$ cat config.mk
export PLATFORM = sky130hd
export DESIGN_NAME = acso_ctrl
export DESIGN_NICKNAME = d
export VERILOG_FILES = /design/src/acso_pkg.sv /design/src/acso_shift_if.sv /design/src/acso_sync.sv /design/src/acso_shifter.sv /design/src/acso_ctrl.sv
export VERILOG_INCLUDE_DIRS = /design/src
export SDC_FILE = /design/constraint.sdc
export NUM_CORES = 1
export LEC_CHECK = 0
export ABC_AREA = 1
export BUFFER_PORTS_ARGS = -buffer_cell sky130_fd_sc_hd__buf_2
export CAP_MARGIN = 20
export CORE_MARGIN = 8
export CORE_UTILIZATION = 56
export DETAILED_ROUTE_END_ITERATION = 10
export PLACE_DENSITY_LB_ADDON = 0.08
export SYNTH_ARGS = -nofsm -noshare
export SYNTH_HDL_FRONTEND = slang
export SYNTH_HIERARCHICAL = 1
export SYNTH_SLANG_ARGS = --single-unit
$ cat constraint.sdc
create_clock -name clk -period 2.5 [get_ports clk]
set_input_delay 0.5 -clock clk [delete_from_list [all_inputs] [get_ports clk]]
set_output_delay 0.5 -clock clk [all_outputs]
set_load 0.03 [all_outputs]
$ cat src/acso_defines.svh
`ifndef ACSO_DEFINES_SVH
`define ACSO_DEFINES_SVH

// result word and serial frame lengths in bits
`define ACSO_WORD_W 16
`define ACSO_FRAME_ASYNC 5'h16
`define ACSO_FRAME_SYNC 5'h10

// calibrate strobe must stay high longer than this many cycles
`define ACSO_CAL_HOLD 3'h4
// cycles the ready flag stays high while a word loads
`define ACSO_LOAD_HOLD 3'h4
// length of the calibration run in clock cycles, less one
`define ACSO_CAL_RUN 8'hC8

// self-clocked divider: phase before the high quarter, and the high quarter
`define ACSO_SCLK_PRE 2'h2
`define ACSO_SCLK_HIGH 2'h3

// encodings of the two mode pins standing for the three pin levels
`define ACSO_MODE_PIN_NEG 2'h0
`define ACSO_MODE_PIN_POS 2'h2

// register byte offsets
`define ACSO_REG_STATUS 8'h00
`define ACSO_REG_INT_STAT 8'h04
`define ACSO_REG_INT_MASK 8'h08
`define ACSO_REG_RESULT 8'h0C

// event bit positions in the status and mask registers
`define ACSO_EV_LOADED 0
`define ACSO_EV_SENT 1
`define ACSO_EV_CALDONE 2
`define ACSO_EV_W 3

`endif

$ cat src/acso_pkg.sv
package acso_pkg;
	typedef enum logic [1:0] {ACSO_MODE_ASYNC, ACSO_MODE_EXT, ACSO_MODE_SELF} acso_mode_t;
	typedef enum logic [1:0] {ACSO_CAL_IDLE, ACSO_CAL_HOLD, ACSO_CAL_RESET, ACSO_CAL_RUN} acso_cal_t;
endpackage

$ cat src/acso_shift_if.sv
`timescale 1ns/1ps
`default_nettype none
interface acso_shift_if import acso_pkg::*; ();
	logic start;
	logic abort;
	logic extFall;
	acso_mode_t mode;
	logic [15:0] word;
	logic busy;
	logic done;
	logic sdo;
	logic sdoEn;
	logic sclk;
	logic sclkEn;
	modport ctrl (output start, abort, extFall, mode, word,
		input busy, done, sdo, sdoEn, sclk, sclkEn);
	modport eng (input start, abort, extFall, mode, word,
		output busy, done, sdo, sdoEn, sclk, sclkEn);
endinterface
`default_nettype wire

$ cat src/acso_sync.sv
`timescale 1ns/1ps
`default_nettype none
module acso_sync #(
	parameter int W = 1
) (
	input wire logic clk,
	input wire logic rst,
	input wire logic ce,
	input wire logic [W-1:0] asyncIn,
	output logic [W-1:0] syncOut
);
	typedef struct packed {
		logic [W-1:0] meta;
		logic [W-1:0] stable;
	} acso_sync_st_t;

	acso_sync_st_t q;
	acso_sync_st_t d;

	// first stage feeds only the second stage
	always_comb begin
		d.meta = asyncIn;
		d.stable = q.meta;
	end

	always_ff @(posedge clk or posedge rst) begin
		if (rst) begin
			q <= '0;
		end else if (ce) begin
			q <= d;
		end
	end

	assign syncOut = q.stable;
endmodule
`default_nettype wire

$ cat src/acso_shifter.sv
`timescale 1ns/1ps
`default_nettype none
`include "acso_defines.svh"
module acso_shifter import acso_pkg::*; (
	input wire logic clk,
	input wire logic rst,
	input wire logic ce,
	acso_shift_if.eng sh
);
	typedef struct packed {
		logic busy;
		logic [21:0] frame;
		logic [4:0] left;
		logic [1:0] phase;
		logic sdo;
		logic sdoEn;
		logic sclk;
		logic sclkEn;
		logic done;
	} acso_shift_st_t;

	acso_shift_st_t q;
	acso_shift_st_t d;
	logic tick;
	logic [21:0] image;

	// frame image, first bit in the top position
	always_comb begin
		if (sh.mode == ACSO_MODE_ASYNC) begin
			image = {1'b0, sh.word[15:8], 2'b11, 1'b0, sh.word[7:0], 2'b11};
		end else begin
			image = {sh.word, 6'h00};
		end
	end

	// next-state logic of the shift engine
	always_comb begin
		d = q;
		d.done = 1'b0;
		d.sclkEn = (sh.mode == ACSO_MODE_SELF);
		tick = 1'b0;
		if (!q.busy) begin
			d.phase = 2'h0;
			d.sclk = 1'b0;
		end else if (sh.mode == ACSO_MODE_SELF) begin
			d.phase = q.phase + 2'h1;
			d.sclk = (q.phase == `ACSO_SCLK_PRE);
			tick = (q.phase == `ACSO_SCLK_HIGH);
		end else begin
			tick = sh.extFall;
			// a mode change mid-frame must not leave the clock stuck high
			d.sclk = 1'b0;
		end
		if (sh.abort) begin
			d.busy = 1'b0;
			d.sdoEn = 1'b0;
			d.sclk = 1'b0;
		end else if (!q.busy && sh.start) begin
			d.busy = 1'b1;
			d.sdoEn = 1'b1;
			d.sdo = image[21];
			d.frame = {image[20:0], 1'b0};
			if (sh.mode == ACSO_MODE_ASYNC) begin
				d.left = `ACSO_FRAME_ASYNC - 5'h1;
			end else begin
				d.left = `ACSO_FRAME_SYNC - 5'h1;
			end
		end else if (q.busy && tick) begin
			if (q.left == 5'h0) begin
				d.busy = 1'b0;
				d.sdoEn = 1'b0;
				d.done = 1'b1;
			end else begin
				d.sdo = q.frame[21];
				d.frame = {q.frame[20:0], 1'b0};
				d.left = q.left - 5'h1;
			end
		end
	end

	always_ff @(posedge clk or posedge rst) begin
		if (rst) begin
			q <= '0;
		end else if (ce) begin
			q <= d;
		end
	end

	assign sh.busy = q.busy;
	assign sh.done = q.done;
	assign sh.sdo = q.sdo;
	assign sh.sdoEn = q.sdoEn;
	assign sh.sclk = q.sclk;
	assign sh.sclkEn = q.sclkEn;
endmodule
`default_nettype wire

$ cat src/acso_ctrl.sv
// The placing of the registers and the APB register port were left to the implementer.
`timescale 1ns/1ps
`default_nettype none
`include "acso_defines.svh"
module acso_ctrl import acso_pkg::*; (
	input wire logic clk,
	input wire logic rst,
	input wire logic ce,
	input wire logic psel,
	input wire logic penable,
	input wire logic pwrite,
	input wire logic [7:0] paddr,
	input wire logic [31:0] pwdata,
	output logic [31:0] prdata,
	output logic pready,
	output logic pslverr,
	input wire logic sleep_n,
	input wire logic polarity_select,
	input wire logic [1:0] modeSel,
	input wire logic calibrate_request,
	input wire logic cal_type_sel_a,
	input wire logic cal_type_sel_b,
	input wire logic select_n,
	input wire logic shiftClkIn,
	output logic shiftClkOut,
	output logic shiftClkOe,
	output logic serial_out,
	output logic serialOutEn,
	input wire logic [15:0] resultData,
	input wire logic resultValid,
	output logic data_ready_n,
	output logic lowPower,
	output logic bipolar,
	output logic filterRestart,
	output logic calRunning,
	output logic [1:0] calType,
	output logic irq
);
	typedef struct packed {
		acso_cal_t cal;
		logic [2:0] hiCnt;
		logic [7:0] calCnt;
		logic [1:0] calType;
		logic [15:0] outWord;
		logic wordValid;
		logic [2:0] loadCnt;
		logic extPrev;
		logic [`ACSO_EV_W-1:0] intStat;
		logic [`ACSO_EV_W-1:0] intMask;
		logic irq;
		logic readyN;
		logic lowPower;
		logic bipolar;
		logic restart;
		logic calRun;
		logic pready;
		logic pslverr;
		logic [31:0] prdata;
	} acso_ctrl_st_t;

	acso_ctrl_st_t q;
	acso_ctrl_st_t d;

	logic [5:0] ctlSync;
	logic [1:0] linkSync;
	logic sleepS;
	logic polS;
	logic [1:0] modeS;
	logic calS;
	logic [1:0] typeS;
	logic selS;
	logic clkS;
	acso_mode_t mode;
	logic halted;
	logic [`ACSO_EV_W-1:0] events;
	logic [`ACSO_EV_W-1:0] clrBits;
	logic setupPhase;
	logic wrAccess;
	logic [31:0] statusWord;

	acso_shift_if shIf ();

	// static control pins: slow, two-stage sampling is enough
	acso_sync #(
		.W(6)
	) u_ctl_sync (
		.clk(clk),
		.rst(rst),
		.ce(ce),
		.asyncIn({sleep_n, polarity_select, modeSel, cal_type_sel_b, cal_type_sel_a}),
		.syncOut(ctlSync)
	);

	// link pins: shift clock is sampled, its falling edges found below
	acso_sync #(
		.W(2)
	) u_link_sync (
		.clk(clk),
		.rst(rst),
		.ce(ce),
		.asyncIn({select_n, shiftClkIn}),
		.syncOut(linkSync)
	);

	// calibrate strobe gets its own pair so its timing is identical everywhere
	acso_sync #(
		.W(1)
	) u_cal_sync (
		.clk(clk),
		.rst(rst),
		.ce(ce),
		.asyncIn(calibrate_request),
		.syncOut(calS)
	);

	acso_shifter u_shifter (
		.clk(clk),
		.rst(rst),
		.ce(ce),
		.sh(shIf.eng)
	);

	assign sleepS = ctlSync[5];
	assign polS = ctlSync[4];
	assign modeS = ctlSync[3:2];
	assign typeS = ctlSync[1:0];
	assign selS = linkSync[1];
	assign clkS = linkSync[0];

	always_comb begin
		case (modeS)
			`ACSO_MODE_PIN_NEG: mode = ACSO_MODE_ASYNC;
			`ACSO_MODE_PIN_POS: mode = ACSO_MODE_SELF;
			default: mode = ACSO_MODE_EXT;
		endcase
	end

	// anything besides deselect that stops the link: sleep, reset or calibration
	assign halted = q.lowPower || (q.cal == ACSO_CAL_RESET) || (q.cal == ACSO_CAL_RUN);

	// requests to the shift engine
	always_comb begin
		shIf.mode = mode;
		shIf.word = q.outWord;
		shIf.extFall = q.extPrev && !clkS;
		// select starts a frame
		// the done pulse still sees the old valid flag, so it blocks a repeat frame
		shIf.start = !selS && q.wordValid && !halted && !shIf.done;
		shIf.abort = selS || halted;
	end

	assign setupPhase = psel && !penable && !q.pready;
	assign wrAccess = psel && penable && q.pready && pwrite;

	// status view: state of the converter control
	assign statusWord = {22'h00_0000, mode, q.lowPower, q.bipolar, q.calType,
		(q.cal == ACSO_CAL_RESET), q.calRun, shIf.busy, q.wordValid};

	// write-one-to-clear mask for the event register
	always_comb begin
		clrBits = '0;
		if (wrAccess && paddr == `ACSO_REG_INT_STAT) begin
			clrBits = pwdata[`ACSO_EV_W-1:0];
		end
	end

	// main next-state logic
	always_comb begin
		d = q;
		events = '0;
		d.extPrev = clkS;
		d.lowPower = !sleepS;
		d.bipolar = polS;

		// calibration sequencer
		case (q.cal)
			ACSO_CAL_IDLE: begin
				if (calS) begin
					d.calType = typeS;
					d.hiCnt = 3'h1;
					d.cal = ACSO_CAL_HOLD;
				end
			end
			ACSO_CAL_HOLD: begin
				if (!calS) begin
					d.cal = ACSO_CAL_IDLE;
				end else if (q.hiCnt == `ACSO_CAL_HOLD) begin
					d.cal = ACSO_CAL_RESET;
				end else begin
					d.hiCnt = q.hiCnt + 3'h1;
				end
			end
			ACSO_CAL_RESET: begin
				if (!calS) begin
					d.calCnt = `ACSO_CAL_RUN;
					d.cal = ACSO_CAL_RUN;
				end
			end
			ACSO_CAL_RUN: begin
				if (q.calCnt == 8'h00) begin
					d.cal = ACSO_CAL_IDLE;
					events[`ACSO_EV_CALDONE] = 1'b1;
				end else begin
					d.calCnt = q.calCnt - 8'h01;
				end
			end
			default: begin
				d.cal = ACSO_CAL_IDLE;
			end
		endcase
		d.restart = (d.cal == ACSO_CAL_RESET);
		d.calRun = (d.cal == ACSO_CAL_RUN);

		// output register and ready flag
		if (d.restart) begin
			d.wordValid = 1'b0;
			d.loadCnt = 3'h0;
		end else begin
			if (shIf.done) begin
				d.wordValid = 1'b0;
				events[`ACSO_EV_SENT] = 1'b1;
			end
			if (resultValid && !halted) begin
				d.outWord = resultData;
				d.wordValid = 1'b0;
				d.loadCnt = `ACSO_LOAD_HOLD;
			end else if (q.loadCnt != 3'h0) begin
				d.loadCnt = q.loadCnt - 3'h1;
				if (q.loadCnt == 3'h1) begin
					d.wordValid = 1'b1;
					events[`ACSO_EV_LOADED] = 1'b1;
				end
			end
		end
		d.readyN = !d.wordValid;

		// events win over a clear in the same cycle
		d.intStat = (q.intStat & ~clrBits) | events;
		if (wrAccess && paddr == `ACSO_REG_INT_MASK) begin
			d.intMask = pwdata[`ACSO_EV_W-1:0];
		end
		d.irq = |(d.intStat & d.intMask);

		// apb: answer ready in the first access cycle
		d.pready = setupPhase;
		d.pslverr = 1'b0;
		if (setupPhase) begin
			d.prdata = 32'h0000_0000;
			case (paddr)
				`ACSO_REG_STATUS: d.prdata = statusWord;
				`ACSO_REG_INT_STAT: d.prdata = {29'h0000_0000, q.intStat};
				`ACSO_REG_INT_MASK: d.prdata = {29'h0000_0000, q.intMask};
				`ACSO_REG_RESULT: d.prdata = {16'h0000, q.outWord};
				default: d.pslverr = 1'b1;
			endcase
		end
	end

	always_ff @(posedge clk or posedge rst) begin
		if (rst) begin
			q <= '0;
			q.cal <= ACSO_CAL_IDLE;
			q.readyN <= 1'b1;
		end else if (ce) begin
			q <= d;
		end
	end

	// every port below is a flip-flop
	assign prdata = q.prdata;
	assign pready = q.pready;
	assign pslverr = q.pslverr;
	assign data_ready_n = q.readyN;
	assign lowPower = q.lowPower;
	assign bipolar = q.bipolar;
	assign filterRestart = q.restart;
	assign calRunning = q.calRun;
	assign calType = q.calType;
	assign irq = q.irq;
	assign serial_out = shIf.sdo;
	assign serialOutEn = shIf.sdoEn;
	assign shiftClkOut = shIf.sclk;
	assign shiftClkOe = shIf.sclkEn;
endmodule
`default_nettype wire

==> run metrics <==
clk sinks 117; Top delay family on crit path simple AND/OR/NAND/NOR gates; Top cell by count, worst path nand2_1; hpwl dp 10.4 mm; Hold EP u_ctl_sync/d[4]; root buf cell clkbuf_8; reg2reg end u_shifter/q[33]; Hold Violations, Final 0; DR vias/cell 5.24; 1st-iter DRT viols 393; die area 14500 µm²; Core Area 10700 µm²; drc violations 0; Min-Delay Path Depth 3; fmax 472 MHz; first-pass GRT wire length 24.8 mm; P&R area growth vs syn 15.6%; post-CTS setup buffers 0; clk slew on worst S/H paths 0.06 ns; Rows 38; Ports 118; Synthesis Warnings 6; count of unique library cells instantiated by Yosys 38; Total Power 6.21 mW; Startpoint Class register; Hold Path Class in2reg; Vias 5315; CP endpoint kind register; Max Cap Viol 0; CP max stage delay 0.45 ns; input/output buffers 72; final period utilization 84.8%; DR pass1 iterations 5; aggregate negative setup slack 0 ns; worst path cell trace nor2_1, nand2_1, nor2_1, nand2_4, buf_4, nor2_2, buf_4, nand2_1, nand3_1, nand3_1, nand2_1; CP Buf/Inv Count 2; Longest Clk Path Bufs 2; CP Max Fanout 19; syn avg cell area 7.70 µm²; Synth Cell Area 6130 µm²; nets@finish 944; Total GRT Usage 20.9%; Final Setup Violations 0; share of post-route cells with drive strength above 1 17.0%; routed length per instance 14.2 µm; initial antenna violation count 0; Final Skew 0.00810 ns; reg2reg start lowPower; r2r setup slk 0.38 ns; Remaining Overflow, GRT 0; Detail Route Antenna Nets 0; post-route minimum period 2.12 ns; H-tree depth 4; r2r worst-path depth 11; unrepaired setup endpoints after global routing no; CP arrival 2.56 ns; Pleak 3.83 nW; Routed WL 14.4 mm; clock buffer count from CTS 17; min-delay src polarity_select; #FFs+latches synth 117; initial core utilization 57.0%; Post-Syn Instances 796; status completed; Seq/Total Area, Yosys 47.8%; Worst-Skew Late Latency 0.51 ns; CTS tree built; Setup CP Type reg2reg; Die Wd 121 µm; PD cells 877 nW/µm²; vias in the first global route 5364; Worst VDD drop 471 µV; # diodes 0; Max Transition Viols Final 0; largest net degree at the start of global routing 35; CP required 2.95 ns; Slowest cell on crit path dfrtp_1; die height 121 µm; Placer Congestion 0.823
## kinds of logic (layout without fill, tap and decap cells)
logic type,count (synthesis),after routing,synth area share [%]
adders and majority gates,10,10,2.04
and+or+nand+nor,479,479,33.0
DFF,117,117,47.8
buffers and inverters,122,186,10.6
AOI/OAI and AO/OA,66,66,6.31
xor gates and xnor gates,1,1,0.143
other,1,16,0.0612
## placed cells by master (no fill, tap or decap), drive strengths merged, types with 3 or more instances in the layout
master / Yosys / final
clkinvlp: 0 / 5
nand4: 3 / 3
nor2: 57 / 57
dfrtp: 116 / 116
nand2: 334 / 334
clkbuf: 6 / 21
ha: 10 / 10
o21ai: 39 / 39
nand3: 79 / 79
clkinv: 1 / 4
o2111ai: 3 / 3
or2: 3 / 3
buf: 53 / 90
a22o: 3 / 3
a21oi: 13 / 13
bufinv: 0 / 3
conb: 1 / 16
inv: 62 / 62
## registers in the layout (all words and copies together), names as in the netlist, 2 cells and up
register	flops
u_link_sync/syncOut	2
q	24
u_link_sync/d	2
calType	2
u_shifter/q	28
prdata	16
u_ctl_sync/syncOut	6
shIf.word	16
u_ctl_sync/d	6
## Yosys cell counts (all sizes together)
library cell | count | area share, %
nand3 | 79 | 6.5
or2 | 3 | 0.31
nor2 | 57 | 4.6
o41ai | 1 | 0.14
nor3 | 2 | 0.16
o21bai | 1 | 0.12
nand2 | 334 | 21
conb | 1 | 0.061
inv | 62 | 3.8
and3 | 1 | 0.10
xor2 | 1 | 0.14
dfrtp | 116 | 47
a31oi | 2 | 0.20
o2111ai | 3 | 0.43
nand4 | 3 | 0.31
ha | 10 | 2.0
clkinv | 1 | 0.061
clkbuf | 6 | 0.37
a21oi | 13 | 1.2
o21ai | 39 | 3.2
o31ai | 2 | 0.24
buf | 53 | 6.4
a22o | 3 | 0.43
dfstp | 1 | 0.43
o21a | 2 | 0.24
## layer usage
metal	wire, µm	global-route usage, %	part of all wire (%)	vias up
met5	0	0	0	-
met4	277	7.73	1.9	0
li1	-	-	-	2593
met1	6120	25.0	42	2547
met2	7260	35.8	50	153
met3	784	5.17	5.4	22
## report_power, final
part           internal [mW]  total [mW]  switching, mW
Clock                   1.60        2.46          0.862
Sequential              2.23        2.57          0.347
Combinational          0.385        1.18          0.796
Total                   4.21        6.21           2.00
## stage by stage
stage	hold slack [ns]	util (%)	cell area [µm²]	setup WS, ns	instances
floorplan	0.241	-	6180	0.347	811
global placement	0.422	60.2	6470	0.473	982
detailed placement	0.423	60.2	6470	0.414	982
CTS	0.166	66.0	7090	0.365	1015
global route	0.187	66.0	7090	0.223	1015
finish	0.183	66.0	7090	0.381	1015
## worst min-delay path: cells and delay by family
kind	cells	cell delay, ns
and+or+nand+nor	2	0.09
buffers and inverters	1	0.08
## worst max path at each step
stage / from / end / slack [ns] / cells past startpoint
2_1_floorplan: rst / bipolar / 0.35 / 1
3_3_place_gp: lowPower / u_shifter/q[10] / 0.47 / 10
3_5_place_dp: lowPower / u_shifter/q[33] / 0.41 / 11
4_1_cts: lowPower / u_shifter/q[33] / 0.36 / 11
5_1_grt: lowPower / u_shifter/q[32] / 0.22 / 11
6_report: lowPower / u_shifter/q[33] / 0.38 / 11
## cell type report
cell class	count	area, µm²
clock buffers	21	459
multi-input cells	572	2600
repair buffers	91	531
flip-flops and latches	117	2930
well taps	140	175
fillers	921	3660
inverters	63	239
clock inverters	11	150
## what timing repair did
action	CTS	global route
hold buffers	1	0
endpoints found under the hold margin	6	0
resized for setup	0	0
Note: power is estimated with default switching activity, not from simulation.
